**src/inc/cap2_regs_cfg.svh**
```systemverilog
// Offsets, field positions and reset values of the capability-two and
// error reporting register slice. Definitions only.
`ifndef CAP2_REGS_CFG_SVH
`define CAP2_REGS_CFG_SVH

`define OFF_DEV_CAP2        12'h0e4
`define OFF_DEV_CTL2        12'h0e8
`define OFF_LINK_CAP2       12'h0ec
`define OFF_LINK_CTL2       12'h0f0
`define OFF_SLOT_CAP2       12'h0f4
`define OFF_SLOT_CTL2       12'h0f8
`define OFF_ERR_HDR         12'h100
`define OFF_ERR_STAT        12'h104

`define BIT_LTR_SUP         11
`define BIT_FC_LTR          12
`define LSB_OBFF_SUP        18
`define BIT_LTR_EN          10
`define LSB_OBFF_EN         13
`define BIT_DEEMP           6
`define BIT_CUR_DEEMP       16

`define ERR_HDR_ID          16'h0001
`define ERR_HDR_VER         4'h1
`define ERR_HDR_NEXT        12'h140

`define ERR_STAT_MASK       32'h003f_f011
`define SPEED_RESET         4'h2
`define LINK_CTL_WMASK      16'h1fbf

`endif

```
**src/inc/cap2_regs_pkg.sv**
```systemverilog
// Types shared by the capability-two register slice.
// Assumes nothing beyond a SystemVerilog compiler.
package cap2_regs_pkg;
  typedef logic [31:0] word_t;
  typedef logic [11:0] cfg_addr_t;
endpackage

```
**src/hdl/pcie_cap2_aer_status_regs.sv**
```systemverilog
// Configuration register slice of one switch port: capability-two group,
// error reporting header and uncorrectable error status.
// Assumes config requests arrive as one-cycle strobes synchronous to clk,
// and that sideband defaults are stable while rstn is low and at release.
// Functional notes
// - Device capability two bit 11 reads one
// - OBFF bits and FC LTR bit loadable
// - LTR enable and OBFF enable writable
// - De-emphasis select read-only, port-dependent default
// - Error header bits 15:0 read 0001h
// - Error header version reads 1h
// - Error header next pointer reads 140h
// - Training error sets status bit 0
// - Data link protocol error sets bit 4
// - Poisoned packet sets bit 12
// - Flow control protocol error sets bit 13
// - Completion timeout sets bit 14
// - Completer abort sets bit 15
// - Unexpected completion sets bit 16
// - Receiver overflow sets bit 17
// - Malformed packet sets bit 18
// - End-to-end CRC error sets bit 19
// - Unsupported request sets bit 20
// - Access control violation sets bit 21
`include "cap2_regs_cfg.svh"
`timescale 1ns/1ps
`default_nettype none

module pcie_cap2_aer_status_regs (
  input  wire logic                     clk,
  input  wire logic                     rstn,
  input  wire logic                     downstream_port,
  input  wire logic                     sb_load,
  input  wire logic                     sb_fc_ltr,
  input  wire logic [1:0]               sb_obff_sup,
  input  wire logic                     sb_deemp,
  input  wire logic                     cfg_rd,
  input  wire logic                     cfg_wr,
  input  wire cap2_regs_pkg::cfg_addr_t cfg_addr,
  input  wire cap2_regs_pkg::word_t     cfg_wdata,
  input  wire logic [3:0]               cfg_be,
  input  wire logic [21:0]              err_event,
  output var  cap2_regs_pkg::word_t     cfg_rdata,
  output var  logic                     cfg_rvalid,
  output var  logic                     ltr_enable,
  output var  logic [1:0]               obff_enable,
  output var  logic [3:0]               target_link_speed,
  output var  logic                     enter_compliance,
  output var  logic                     hardware_speed_change_disable,
  output var  logic                     deemphasis_select,
  output var  logic                     fatal_error_any
);

  // Sideband-loadable read-only defaults, reset-seen flag and current de-emphasis level
  logic                 fc_ltr;
  logic [1:0]           obff_sup;
  logic                 deemp;
  logic                 rst_seen;
  logic                 cur_deemp;
  // Writable link control and error status fields
  logic [15:0]          link_ctl;
  logic [21:0]          err_stat;

  // Byte-lane write masks built from the enables
  wire cap2_regs_pkg::word_t be_mask = {{8{cfg_be[3]}}, {8{cfg_be[2]}},
                                        {8{cfg_be[1]}}, {8{cfg_be[0]}}};
  wire cap2_regs_pkg::word_t wmasked = cfg_wdata & be_mask;

  wire hit_dev_ctl  = cfg_wr && (cfg_addr == `OFF_DEV_CTL2);
  wire hit_link_ctl = cfg_wr && (cfg_addr == `OFF_LINK_CTL2);
  wire hit_err_stat = cfg_wr && (cfg_addr == `OFF_ERR_STAT);

  // Only documented status positions exist; reserved bits read zero
  wire [21:0] stat_mask = 22'(`ERR_STAT_MASK);
  wire [21:0] clr_bits  = hit_err_stat ? wmasked[21:0] : 22'h00_0000;
  wire [21:0] set_bits  = err_event & stat_mask;
  // Set beats clear so an event arriving with the clear is kept
  wire [21:0] next_err_stat = ((err_stat & ~clr_bits) | set_bits)
                              & stat_mask;

  wire [15:0] link_wmask = `LINK_CTL_WMASK & be_mask[15:0];
  wire [15:0] next_link_ctl = (link_ctl & ~link_wmask)
                              | (wmasked[15:0] & link_wmask);

  // Read decode
  wire cap2_regs_pkg::word_t dev_cap_rd =
    (32'h0000_0001 << `BIT_LTR_SUP)
    | (32'(fc_ltr) << `BIT_FC_LTR)
    | (32'(obff_sup) << `LSB_OBFF_SUP);
  wire cap2_regs_pkg::word_t dev_ctl_rd =
    (32'(ltr_enable) << `BIT_LTR_EN)
    | (32'(obff_enable) << `LSB_OBFF_EN);
  wire cap2_regs_pkg::word_t link_ctl_rd =
    {16'h0000, link_ctl[15:7], deemp, link_ctl[5:0]}
    | (32'(cur_deemp) << `BIT_CUR_DEEMP);
  wire cap2_regs_pkg::word_t err_hdr_rd =
    {`ERR_HDR_NEXT, `ERR_HDR_VER, `ERR_HDR_ID};
  wire cap2_regs_pkg::word_t err_stat_rd = {10'h000, err_stat};

  cap2_regs_pkg::word_t next_rdata;
  always_comb begin
    if (cfg_addr == `OFF_DEV_CAP2) begin
      next_rdata = dev_cap_rd;
    end else if (cfg_addr == `OFF_DEV_CTL2) begin
      next_rdata = dev_ctl_rd;
    end else if (cfg_addr == `OFF_LINK_CTL2) begin
      next_rdata = link_ctl_rd;
    end else if (cfg_addr == `OFF_ERR_HDR) begin
      next_rdata = err_hdr_rd;
    end else if (cfg_addr == `OFF_ERR_STAT) begin
      next_rdata = err_stat_rd;
    end else begin
      // Link, slot capability two and slot control/status two read zero
      next_rdata = 32'h0000_0000;
    end
  end

  // The de-emphasis default is caught on the first clock after reset, not under reset,
  // and later reloaded on a sideband load strobe
  always_ff @(posedge clk) begin
    if (!rstn) begin
      rst_seen <= 1'b0;
      fc_ltr   <= 1'b0;
      obff_sup <= 2'b00;
      deemp    <= 1'b0;
    end else begin
      rst_seen <= 1'b1;
      if (!rst_seen) begin
        deemp <= downstream_port;
      end
      if (sb_load) begin
        fc_ltr   <= sb_fc_ltr;
        obff_sup <= sb_obff_sup;
        deemp    <= sb_deemp & downstream_port;
      end
    end
  end

  always_ff @(posedge clk) begin
    if (!rstn) begin
      ltr_enable  <= 1'b0;
      obff_enable <= 2'b00;
    end else if (hit_dev_ctl) begin
      if (cfg_be[1]) begin
        ltr_enable  <= cfg_wdata[`BIT_LTR_EN];
        obff_enable <= cfg_wdata[`LSB_OBFF_EN +: 2];
      end
    end
  end

  always_ff @(posedge clk) begin
    if (!rstn) begin
      link_ctl <= {12'h000, `SPEED_RESET};
    end else if (hit_link_ctl) begin
      link_ctl <= next_link_ctl;
    end
  end

  always_ff @(posedge clk) begin
    if (!rstn) begin
      err_stat <= 22'h00_0000;
    end else begin
      err_stat <= next_err_stat;
    end
  end

  always_ff @(posedge clk) begin
    if (!rstn) begin
      cfg_rdata  <= 32'h0000_0000;
      cfg_rvalid <= 1'b0;
      cur_deemp  <= 1'b0;
      target_link_speed <= `SPEED_RESET;
      enter_compliance  <= 1'b0;
      hardware_speed_change_disable <= 1'b0;
      deemphasis_select <= 1'b0;
      fatal_error_any   <= 1'b0;
    end else begin
      cfg_rdata  <= cfg_rd ? next_rdata : 32'h0000_0000;
      cfg_rvalid <= cfg_rd;
      // Current level follows the selected de-emphasis on this slice
      cur_deemp  <= deemp;
      target_link_speed <= link_ctl[3:0];
      enter_compliance  <= link_ctl[4];
      hardware_speed_change_disable <= link_ctl[5];
      deemphasis_select <= deemp;
      fatal_error_any   <= |err_stat;
    end
  end

endmodule

`default_nettype wire

```
**config.mk**
```make
export PLATFORM = sky130hd
export DESIGN_NAME = pcie_cap2_aer_status_regs
export DESIGN_NICKNAME = d
export VERILOG_FILES = /design/src/inc/cap2_regs_pkg.sv /design/src/hdl/pcie_cap2_aer_status_regs.sv
export VERILOG_INCLUDE_DIRS = /design/src /design/src/inc
export SDC_FILE = /design/constraint.sdc
export NUM_CORES = 1
export LEC_CHECK = 0
export BUFFER_PORTS_ARGS = -buffer_cell sky130_fd_sc_hd__buf_2
export CORE_ASPECT_RATIO = 0.75
export CORE_UTILIZATION = 42
export CTS_BUF_LIST = sky130_fd_sc_hd__clkbuf_8
export CTS_CLUSTER_SIZE = 20
export DETAILED_ROUTE_END_ITERATION = 10
export GPL_TIMING_DRIVEN = 0
export PLACE_DENSITY = 0.78
export SLEW_MARGIN = 0
export SYNTH_ARGS = -nofsm -noshare
export SYNTH_HDL_FRONTEND = slang
export SYNTH_SLANG_ARGS = --single-unit
```
**constraint.sdc**
```tcl
create_clock -name clk -period 1.85 [get_ports clk]
set_input_delay 0.2775 -clock clk [delete_from_list [all_inputs] [get_ports clk]]
set_output_delay 0.2775 -clock clk [all_outputs]
set_load 0.02 [all_outputs]
```
**Yosys cells after proc, flatten, opt, wreduce, memory -nomap -nowiden**

Cells that the tools add are included.

- Register bits: 87
- Word-level logic and storage cells: 49
- Output and inout port bits: 44
- Bits of input ports: 80

- Equal/unequal tests: 6
- Mux-type cells: 9
- Bitwise logic cells: 12
- Reduce and logical (&&, ||, !) cells: 6

Operator list:

| kind | count |
|---|---|
| 32-bit two-way mux | 3 |
| 22-bit AND | 2 |
| 22-bit two-way mux | 2 |
| 12-bit by 8-bit == test with 1-bit output, second input constant | 3 |
| 29-bit two-way mux | 1 |
| 12-bit by 9-bit == test with 1-bit output, second input constant | 2 |
| 22-bit NOT | 1 |
| 22-bit bitwise OR | 1 |
| 22-bit OR reduction | 1 |
| 13-bit by 20-bit bitwise OR with 20-bit output | 1 |
| 16-bit by 17-bit bitwise OR with 17-bit output | 1 |
| 16-bit by 13-bit AND with 16-bit output | 1 |
| 16-bit AND | 1 |
| 13-bit NOT with 16-bit output | 1 |
| 16-bit bitwise OR | 1 |
| 11-bit by 15-bit bitwise OR with 15-bit output | 1 |
| 2-bit AND reduction | 2 |
| 1-bit logical AND | 3 |
| 1-bit two-way mux | 3 |
| 2-bit != test, second input constant | 1 |
| 1-bit AND | 1 |

**Longest topological paths before layout**

Gate-level depths: netlist of run 1.

- Depth in word-level cells: 6
- Mapped depth: 6
- Mapped depth without buffers: 4

**Worst setup path after synthesis of run 1**

No wires, ideal clock.

- Path kind: input-to-reg
- Start point: in cfg_addr[8]
- End point: reg with a tool-made name
- Buffers on the path: 0
- Library setup time: 123 ps
- Data arrival time: 1718 ps
- Setup slack: 9 ps
- Required time: 1727 ps
- Cell stages on the path: 4
- Path through: nand4b_2 or4_4 nor2_4 mux2_1

RTL lines:

| what | RTL line | source |
|---|---|---|
| start: declaration | pcie_cap2_aer_status_regs.sv:39 | `input wire cap2_regs_pkg::cfg_addr_t cfg_addr,` |

**Final worst setup path of run 1**

- Start point: in cfg_addr[5]
- End point: reg err_stat[20]

- Cells in the longest elaborated chain, start to end: 6

Ends and longest elaborated chain:

| what | RTL line | source |
|---|---|---|
| 12-bit by 9-bit == test with 1-bit output (no source line) | - |  |
| 1-bit logical AND | pcie_cap2_aer_status_regs.sv:71 | `` wire hit_err_stat = cfg_wr && (cfg_addr == `OFF_ERR_STAT); `` |
| 22-bit two-way mux | pcie_cap2_aer_status_regs.sv:75 | `wire [21:0] clr_bits = hit_err_stat ? wmasked[21:0] : 22'h00_0000;` |
| 22-bit NOT | pcie_cap2_aer_status_regs.sv:78 | `wire [21:0] next_err_stat = ((err_stat & ~clr_bits) \| set_bits)` |
| 22-bit AND | pcie_cap2_aer_status_regs.sv:78 |  |
| 22-bit bitwise OR | pcie_cap2_aer_status_regs.sv:78 |  |
| end signal: assignment | pcie_cap2_aer_status_regs.sv:163 | `err_stat <= next_err_stat;` |
| end: declaration | pcie_cap2_aer_status_regs.sv:62 | `logic [21:0] err_stat;` |

Every way passes these cells.
A chain may end at the register's enable or synchronous reset.

==> results.yml, run 1 <==
run_status:
  outcome: "completed"
clock_network:
  ctsHoldBuffers: 0
  post-cts-setup-buffer-count: 0
  cts_buffer_depth: 2
  clock_latency_ns: 0.33
  cts_buffers: 9
  root_buffer: "clkbuf_8"
  clkTransAtPathRegs_ns: 0.07
  htree_num_levels: 3
  cts_tree: "built"
  cts_sinks: 64
cells_and_area:
  stdcell_area_um2: 3210
  fill_cells: 490
  fin_nets: 442
  seq_area_um2: 1280
  stdcell_count: 442
  drive_gt1_share_pct: 36.2
  synthToLayoutAreaGrowth_pct: 33.5
  multi_input_area_um2: 995
  antenna_cells: 0
drt:
  num_vias: 2136
  drt_iter0_drc: 81
  vias_per_cell: 4.83
  drtAntennaViolNets: 0
  drc: 0
  firstDrtPassIters: 5
  routed_wl_um: 6000
  avgRoutedWirePerCell_um: 13.6
sta:
  rsz0062_at_grt: "yes"
  hold_viol_final: 0
  slew_headroom_pct: 61.4
  finClkSkew_ns: 0.00543
  finalCritPeriodShare_pct: 98.4
  hold_slack_ns: 0.103
  setup_viol: 0
  tightest_slew_ns: 0.572
  min_period_ns: 1.82
  final_max_slew_viol_count: 0
  max_freq_mhz: 549
  fin_ws_ns: 0.0291
hold_path:
  worstHoldPathType: "primary input to register"
  whs_path_depth: 1
  worstHoldStart: "rstn"
  whs_endpoint: "rst_seen$_DFF_P_"
setup_path:
  timing.rr.end: "cfg_rdata[12]$_SDFF_PN0_"
  cp_cell_sequence: "buf_2, or4b_2, or3_1, nor2_2, a31oi_1"
  critical_path.slowest_cell: "or4b_2"
  critPathArrivalTime_ns: 2.03
  r2r_slack_ns: 0.90
  r2r-start: "err_stat[12]$_SDFF_PN0_"
  critPathKind: "primary input to register"
  critPathMaxStageDelay_ns: 0.75
  rr_worst_depth: 3
  endpoint_kind: "register"
  critPathRequiredTime_ns: 2.06
  cp-start-kind: "primary input"
  cp_max_fo: 6
global_routing:
  grt_overflow_total: 0
  grt_pass1_wl_um: 9380
  grt_max_degree: 12
  grt_usage_pct: 21.5
  antenna_found_initial: 0
  grt_pass1_vias: 2027
placed_design:
  placed_cells: 426
  gp_congestion: 0.809
  hpwl_um: 4590
  place_area_um2: 2990
  place_ws_ns: -0.339
  numPortBuffers: 92
power_and_ir_drop:
  powerDensity_nw_per_um2: 884
  power.leakage_nw: 1.54
  peakVddDrop_uv: 439
  total_power_mw: 2.84
synthesis:
  synthDistinctLibCells: 38
  yosys_warnings: 0
  syn_area_um2: 2410
  synth.top_cell.area_share_pct: 53.3
  synth_flop_cell: "dfxtp_1"
  synth_most_common_cell: "dfxtp_1"
  synth_area_per_cell_um2: 9.55
  yosysSeqAreaShare_pct: 53.3
  ys_ff_latch: 64
  synthArstFlopShare_pct: 0
  synth_cells: 252
  yosys.area.top_type: "dfxtp_1"
  synth_edf_count: 0
  synth_common_cells: "dfxtp_1 (64), nand2_1 (29), inv_1 (21)"
  synth_area_leaders: "dfxtp_1 (53%), mux2i_1 (7.5%), nand2_1 (4.5%)"
floorplanning:
  die_y_um: 67.6
  initial_core_util_pct: 44.2
  dieArea_um2: 6040
  core-area_um2: 5440
  chipWidth_um: 89.4
  rows: 23
  io_pins: 124
run:
  drv_cap: 0
==> how the worst max path moves through the flow <==
stage | slack, ns | to | start
finish | 0.03 | err_stat[20]$_SDFF_PN0_ | cfg_addr[5]
global route | -0.01 | register | cfg_addr[8]
CTS | 0.02 | cfg_rdata[18]$_SDFF_PN0_ | cfg_addr[5]
detailed placement | -0.34 | cfg_rdata[18]$_SDFF_PN0_ | cfg_addr[5]
global placement | -0.33 | cfg_rdata[18]$_SDFF_PN0_ | cfg_addr[5]
floorplan | 0.009 | register | cfg_addr[8]
==> area by class of cell <==
type                            count  area share (%)
Clock inverter                      5            1.71
Tap cell                           75            2.92
Sequential cell                    64            39.9
Clock buffer                       11            4.71
Inverter                           21            2.45
Buffer                             16            3.00
Timing Repair Buffer               92            14.3
Multi-Input combinational cell    158            31.0
==> logic make-up after synthesis <==
kind of cell | after synthesis | share of synthesized area, %
AOI/OAI and AO/OA | 42 | 11.1
xor gates and xnor gates | 1 | 0.364
buffers and inverters | 37 | 7.28
DFF | 64 | 53.3
muxes | 19 | 7.96
other | 1 | 0.156
and+or+nand+nor | 88 | 19.9
==> routing by layer <==
| layer | vias up | track usage (%) | share of wire (%) |
|---|---|---|---|
| met5 | - | 0 | 0 |
| met1 | 971 | 26.4 | 46 |
| met3 | 2 | 10.0 | 9.7 |
| met2 | 98 | 34.0 | 44 |
| met4 | 0 | 6.15 | 0.43 |
| li1 | 1065 | - | - |
==> through the flow <==
stage / setup TNS (ns) / util, %
after floorplan: 0 / -
after global placement: -10.0 / 54.9
after detailed placement: -10.56 / 54.9
after CTS: 0 / 58.7
after global routing: -0.0104 / 59.1
final: 0 / 59.1
==> placed cells by master, fill, tap and decap left out, types with 3 or more instances in the layout <==
master	synthesis	final
conb_1	1	8
nor4_1	4	3
nand2_1	29	29
a31oi_1	14	14
nand2b_1	3	3
o21ai_0	15	15
or3_1	4	4
nor2_1	15	15
nor3_1	4	3
clkbuf_1	3	3
mux2i_1	18	18
inv_1	21	21
buf_2	2	94
and2_1	13	13
dfxtp_1	64	64
buf_4	9	9
a22oi_1	4	4
clkbuf_8	0	11
or4_1	3	3
==> where the power goes <==
part           internal (mW)  switching (mW)
clock                  0.690           0.513
combinational         0.0925           0.115
sequential              1.41          0.0214
total                   2.19           0.650
==> worst max-delay path: cells and delay by family <==
kind	cells	cell delay (ns)
buffers and inverters	1	0.11
and+or+nand+nor	3	1.51
AOI/OAI and AO/OA	1	0.13
==> repair_timing <==
| item | 4_1_cts | 5_1_grt |
|---|---|---|
| gates resized for setup | 0 | 3 |
| hold endpoints to repair | 0 | 0 |
| endpoints found under the setup margin | 0 | 11 |
No activity file was read; power rests on OpenSTA's default activity.
==> run 2, diff against run 1 <==
- CORE_UTILIZATION: 42 -> 35
- PLACE_DENSITY: 0.78 -> 0.67
==> run 2 against run 1 <==
Effect of this change:
- the run now ends with DRC left
- largest cell class unchanged
- non-clock buffer count increased by 4
- total power decreased by 3.7%
- clock power decreased by 8%
- wire length increased by 3.5%
- combinational power about the same
- critical endpoint is now err_stat[16]$_SDFF_PN0_
- worst setup slack improved by 0.039 ns
==> results.yml, run 2 (same netlist as run 1, synthesis figures left out) <==
run_status:
  outcome: "finished, violations left"
  violations: "DRC"
drt:
  drc: 12
  vias_per_cell: 4.79
  drt_iter0_drc: 85
  firstDrtPassIters: 7
  avgRoutedWirePerCell_um: 13.7
  drtAntennaViolNets: 0
  routed_wl_um: 6210
  num_vias: 2165
power_and_ir_drop:
  total_power_mw: 2.73
  peakVddDrop_uv: 528
  intPower_mw: 2.10
  sw_frac_of_total_pct: 23.2
  powerDensity_nw_per_um2: 845
  share_seq_of_total_power_pct: 52.2
  power.leakage_nw: 1.57
  p_sw_uw: 634
  combinationalPowerShare_pct: 7.6
  pwr-share-clk_pct: 40.2
floorplanning:
  rows: 25
  dieArea_um2: 7210
  initial_core_util_pct: 37.2
  io_pins: 124
  die_y_um: 73.8
  core-area_um2: 6470
  chipWidth_um: 97.7
run:
  drv_cap: 0
sta:
  min_period_ns: 1.78
  tns_ns: 0
  finalCritPeriodShare_pct: 96.3
  slew_headroom_pct: 59.3
  final_max_slew_viol_count: 0
  rsz0062_at_grt: "no"
  setup_viol: 0
  finClkSkew_ns: 0.00954
  tightest_slew_ns: 0.604
  max_freq_mhz: 561
  hold_viol_final: 0
cells_and_area:
  synthToLayoutAreaGrowth_pct: 34.5
  stdcell_area_um2: 3240
  fin_nets: 446
  fill_cells: 620
  layout_common_cells: "buf_2 (94), dfxtp_1 (64), nand2_1 (29)"
  final_common_cell: "buf_2"
  seq_area_um2: 1280
  final_core_util_pct: 50.0
  drive_gt1_share_pct: 36.7
  multi_input_area_um2: 1010
  antenna_cells: 0
global_routing:
  grt_max_degree: 11
  grt_usage_pct: 17.8
  grt_pass1_wl_um: 9670
  grt_overflow_total: 0
  grt_pass1_vias: 2090
  antenna_found_initial: 0
setup_path:
  endpoint_kind: "register"
  cp-start-kind: "primary input"
  critPathKind: "primary input to register"
  critPathArrivalTime_ns: 1.99
  critPathRequiredTime_ns: 2.05
  cp_max_fo: 6
clock_network:
  ctsHoldBuffers: 0
  cts_sinks: 64
  clock_latency_ns: 0.33
  cts_buffer_depth: 2
  htree_num_levels: 3
  clkTransAtPathRegs_ns: 0.06
  root_buffer: "clkbuf_8"
  cts_tree: "built"
  cts_buffers: 9
placed_design:
  hpwl_um: 4750
  gp_congestion: 0.816
  numPortBuffers: 92
  place_area_um2: 2990
hold_path:
  worstHoldPathType: "primary input to register"
run 2: changes by cell type in the layout (fill, tap and decap cells not counted):
| cell | delta |
|---|---|
| nor3_2 | +1 |
| clkinv_2 | +1 |
| nor2_4 | +1 |
| nor2_1 | -1 |
| clkbuf_8 | -2 |
| nor3_1 | -1 |
| clkinvlp_4 | -2 |
| buf_4 | +4 |
| inv_1 | +3 |
run 2: per-stage QoR:
| stage | worst slack, ns | std cells | hold WS, ns |
|---|---|---|---|
| 6_report | 0.0679 | 452 | 0.102 |
| 5_1_grt | 0.0380 | 452 | 0.0940 |
| 2_1_floorplan | 0.00854 | 259 | 0.305 |
| 3_5_place_dp | -0.422 | 432 | 0.430 |
| 3_3_place_gp | -0.390 | 432 | 0.433 |
| 4_1_cts | 0.0335 | 448 | 0.0791 |
run 2: area by class of cell:
| cell class | count | area share [%] |
|---|---|---|
| clock buffer | 9 | 3.83 |
| tap | 81 | 3.13 |
| buffer | 16 | 2.98 |
| multi-input combinational | 158 | 31.1 |
| timing repair buffer | 96 | 15.2 |
| clock inverter | 7 | 1.74 |
| inverter | 21 | 2.44 |
| sequential | 64 | 39.6 |
run 2: timing repair:
item,in CTS,in global routing
setup buffers,0,4
cloned,0,0
resized for setup,1,5
pin swaps,0,1
endpoints found under the setup margin,6,15
run 2: power groups by stage:
| stage | logic [mW] | clock network [mW] | registers (mW) |
|---|---|---|---|
| 2_1_floorplan | 0.103 | 0 | 1.45 |
| 6_report | 0.208 | 1.10 | 1.43 |
| 3_5_place_dp | 0.203 | 0 | 1.46 |
| 5_1_grt | 0.231 | 1.18 | 1.43 |
| 4_1_cts | 0.204 | 1.13 | 1.43 |
| 3_3_place_gp | 0.199 | 0 | 1.46 |
run 2: worst max-delay path, stage by stage:
cell	delay, ns
buf_2	0.11
or4b_2	0.75
or3_1	0.49
nor2_4	0.23
a31oi_1	0.12
run 2: per-layer routing:
| layer | track usage, % | wire length [um] | vias to the layer above |
|---|---|---|---|
| met4 | 8.92 | 53 | 0 |
| met5 | 0 | 0 | - |
| li1 | - | - | 1073 |
| met2 | 29.3 | 2910 | 78 |
| met3 | 5.14 | 372 | 8 |
| met1 | 21.6 | 2870 | 1006 |
run 2: final timing paths:
check / endpoint / startpoint / cells after the start / slack [ns]
worst min-delay path: rst_seen$_DFF_P_ / rstn / 1 / 0.10
worst max register to register: cfg_rdata[12]$_SDFF_PN0_ / err_stat[12]$_SDFF_PN0_ / 3 / 0.83
worst min register to register: cfg_rdata[8]$_SDFF_PP0_ / register / 1 / 0.46
worst max-delay path: err_stat[16]$_SDFF_PN0_ / cfg_addr[5] / 5 / 0.07
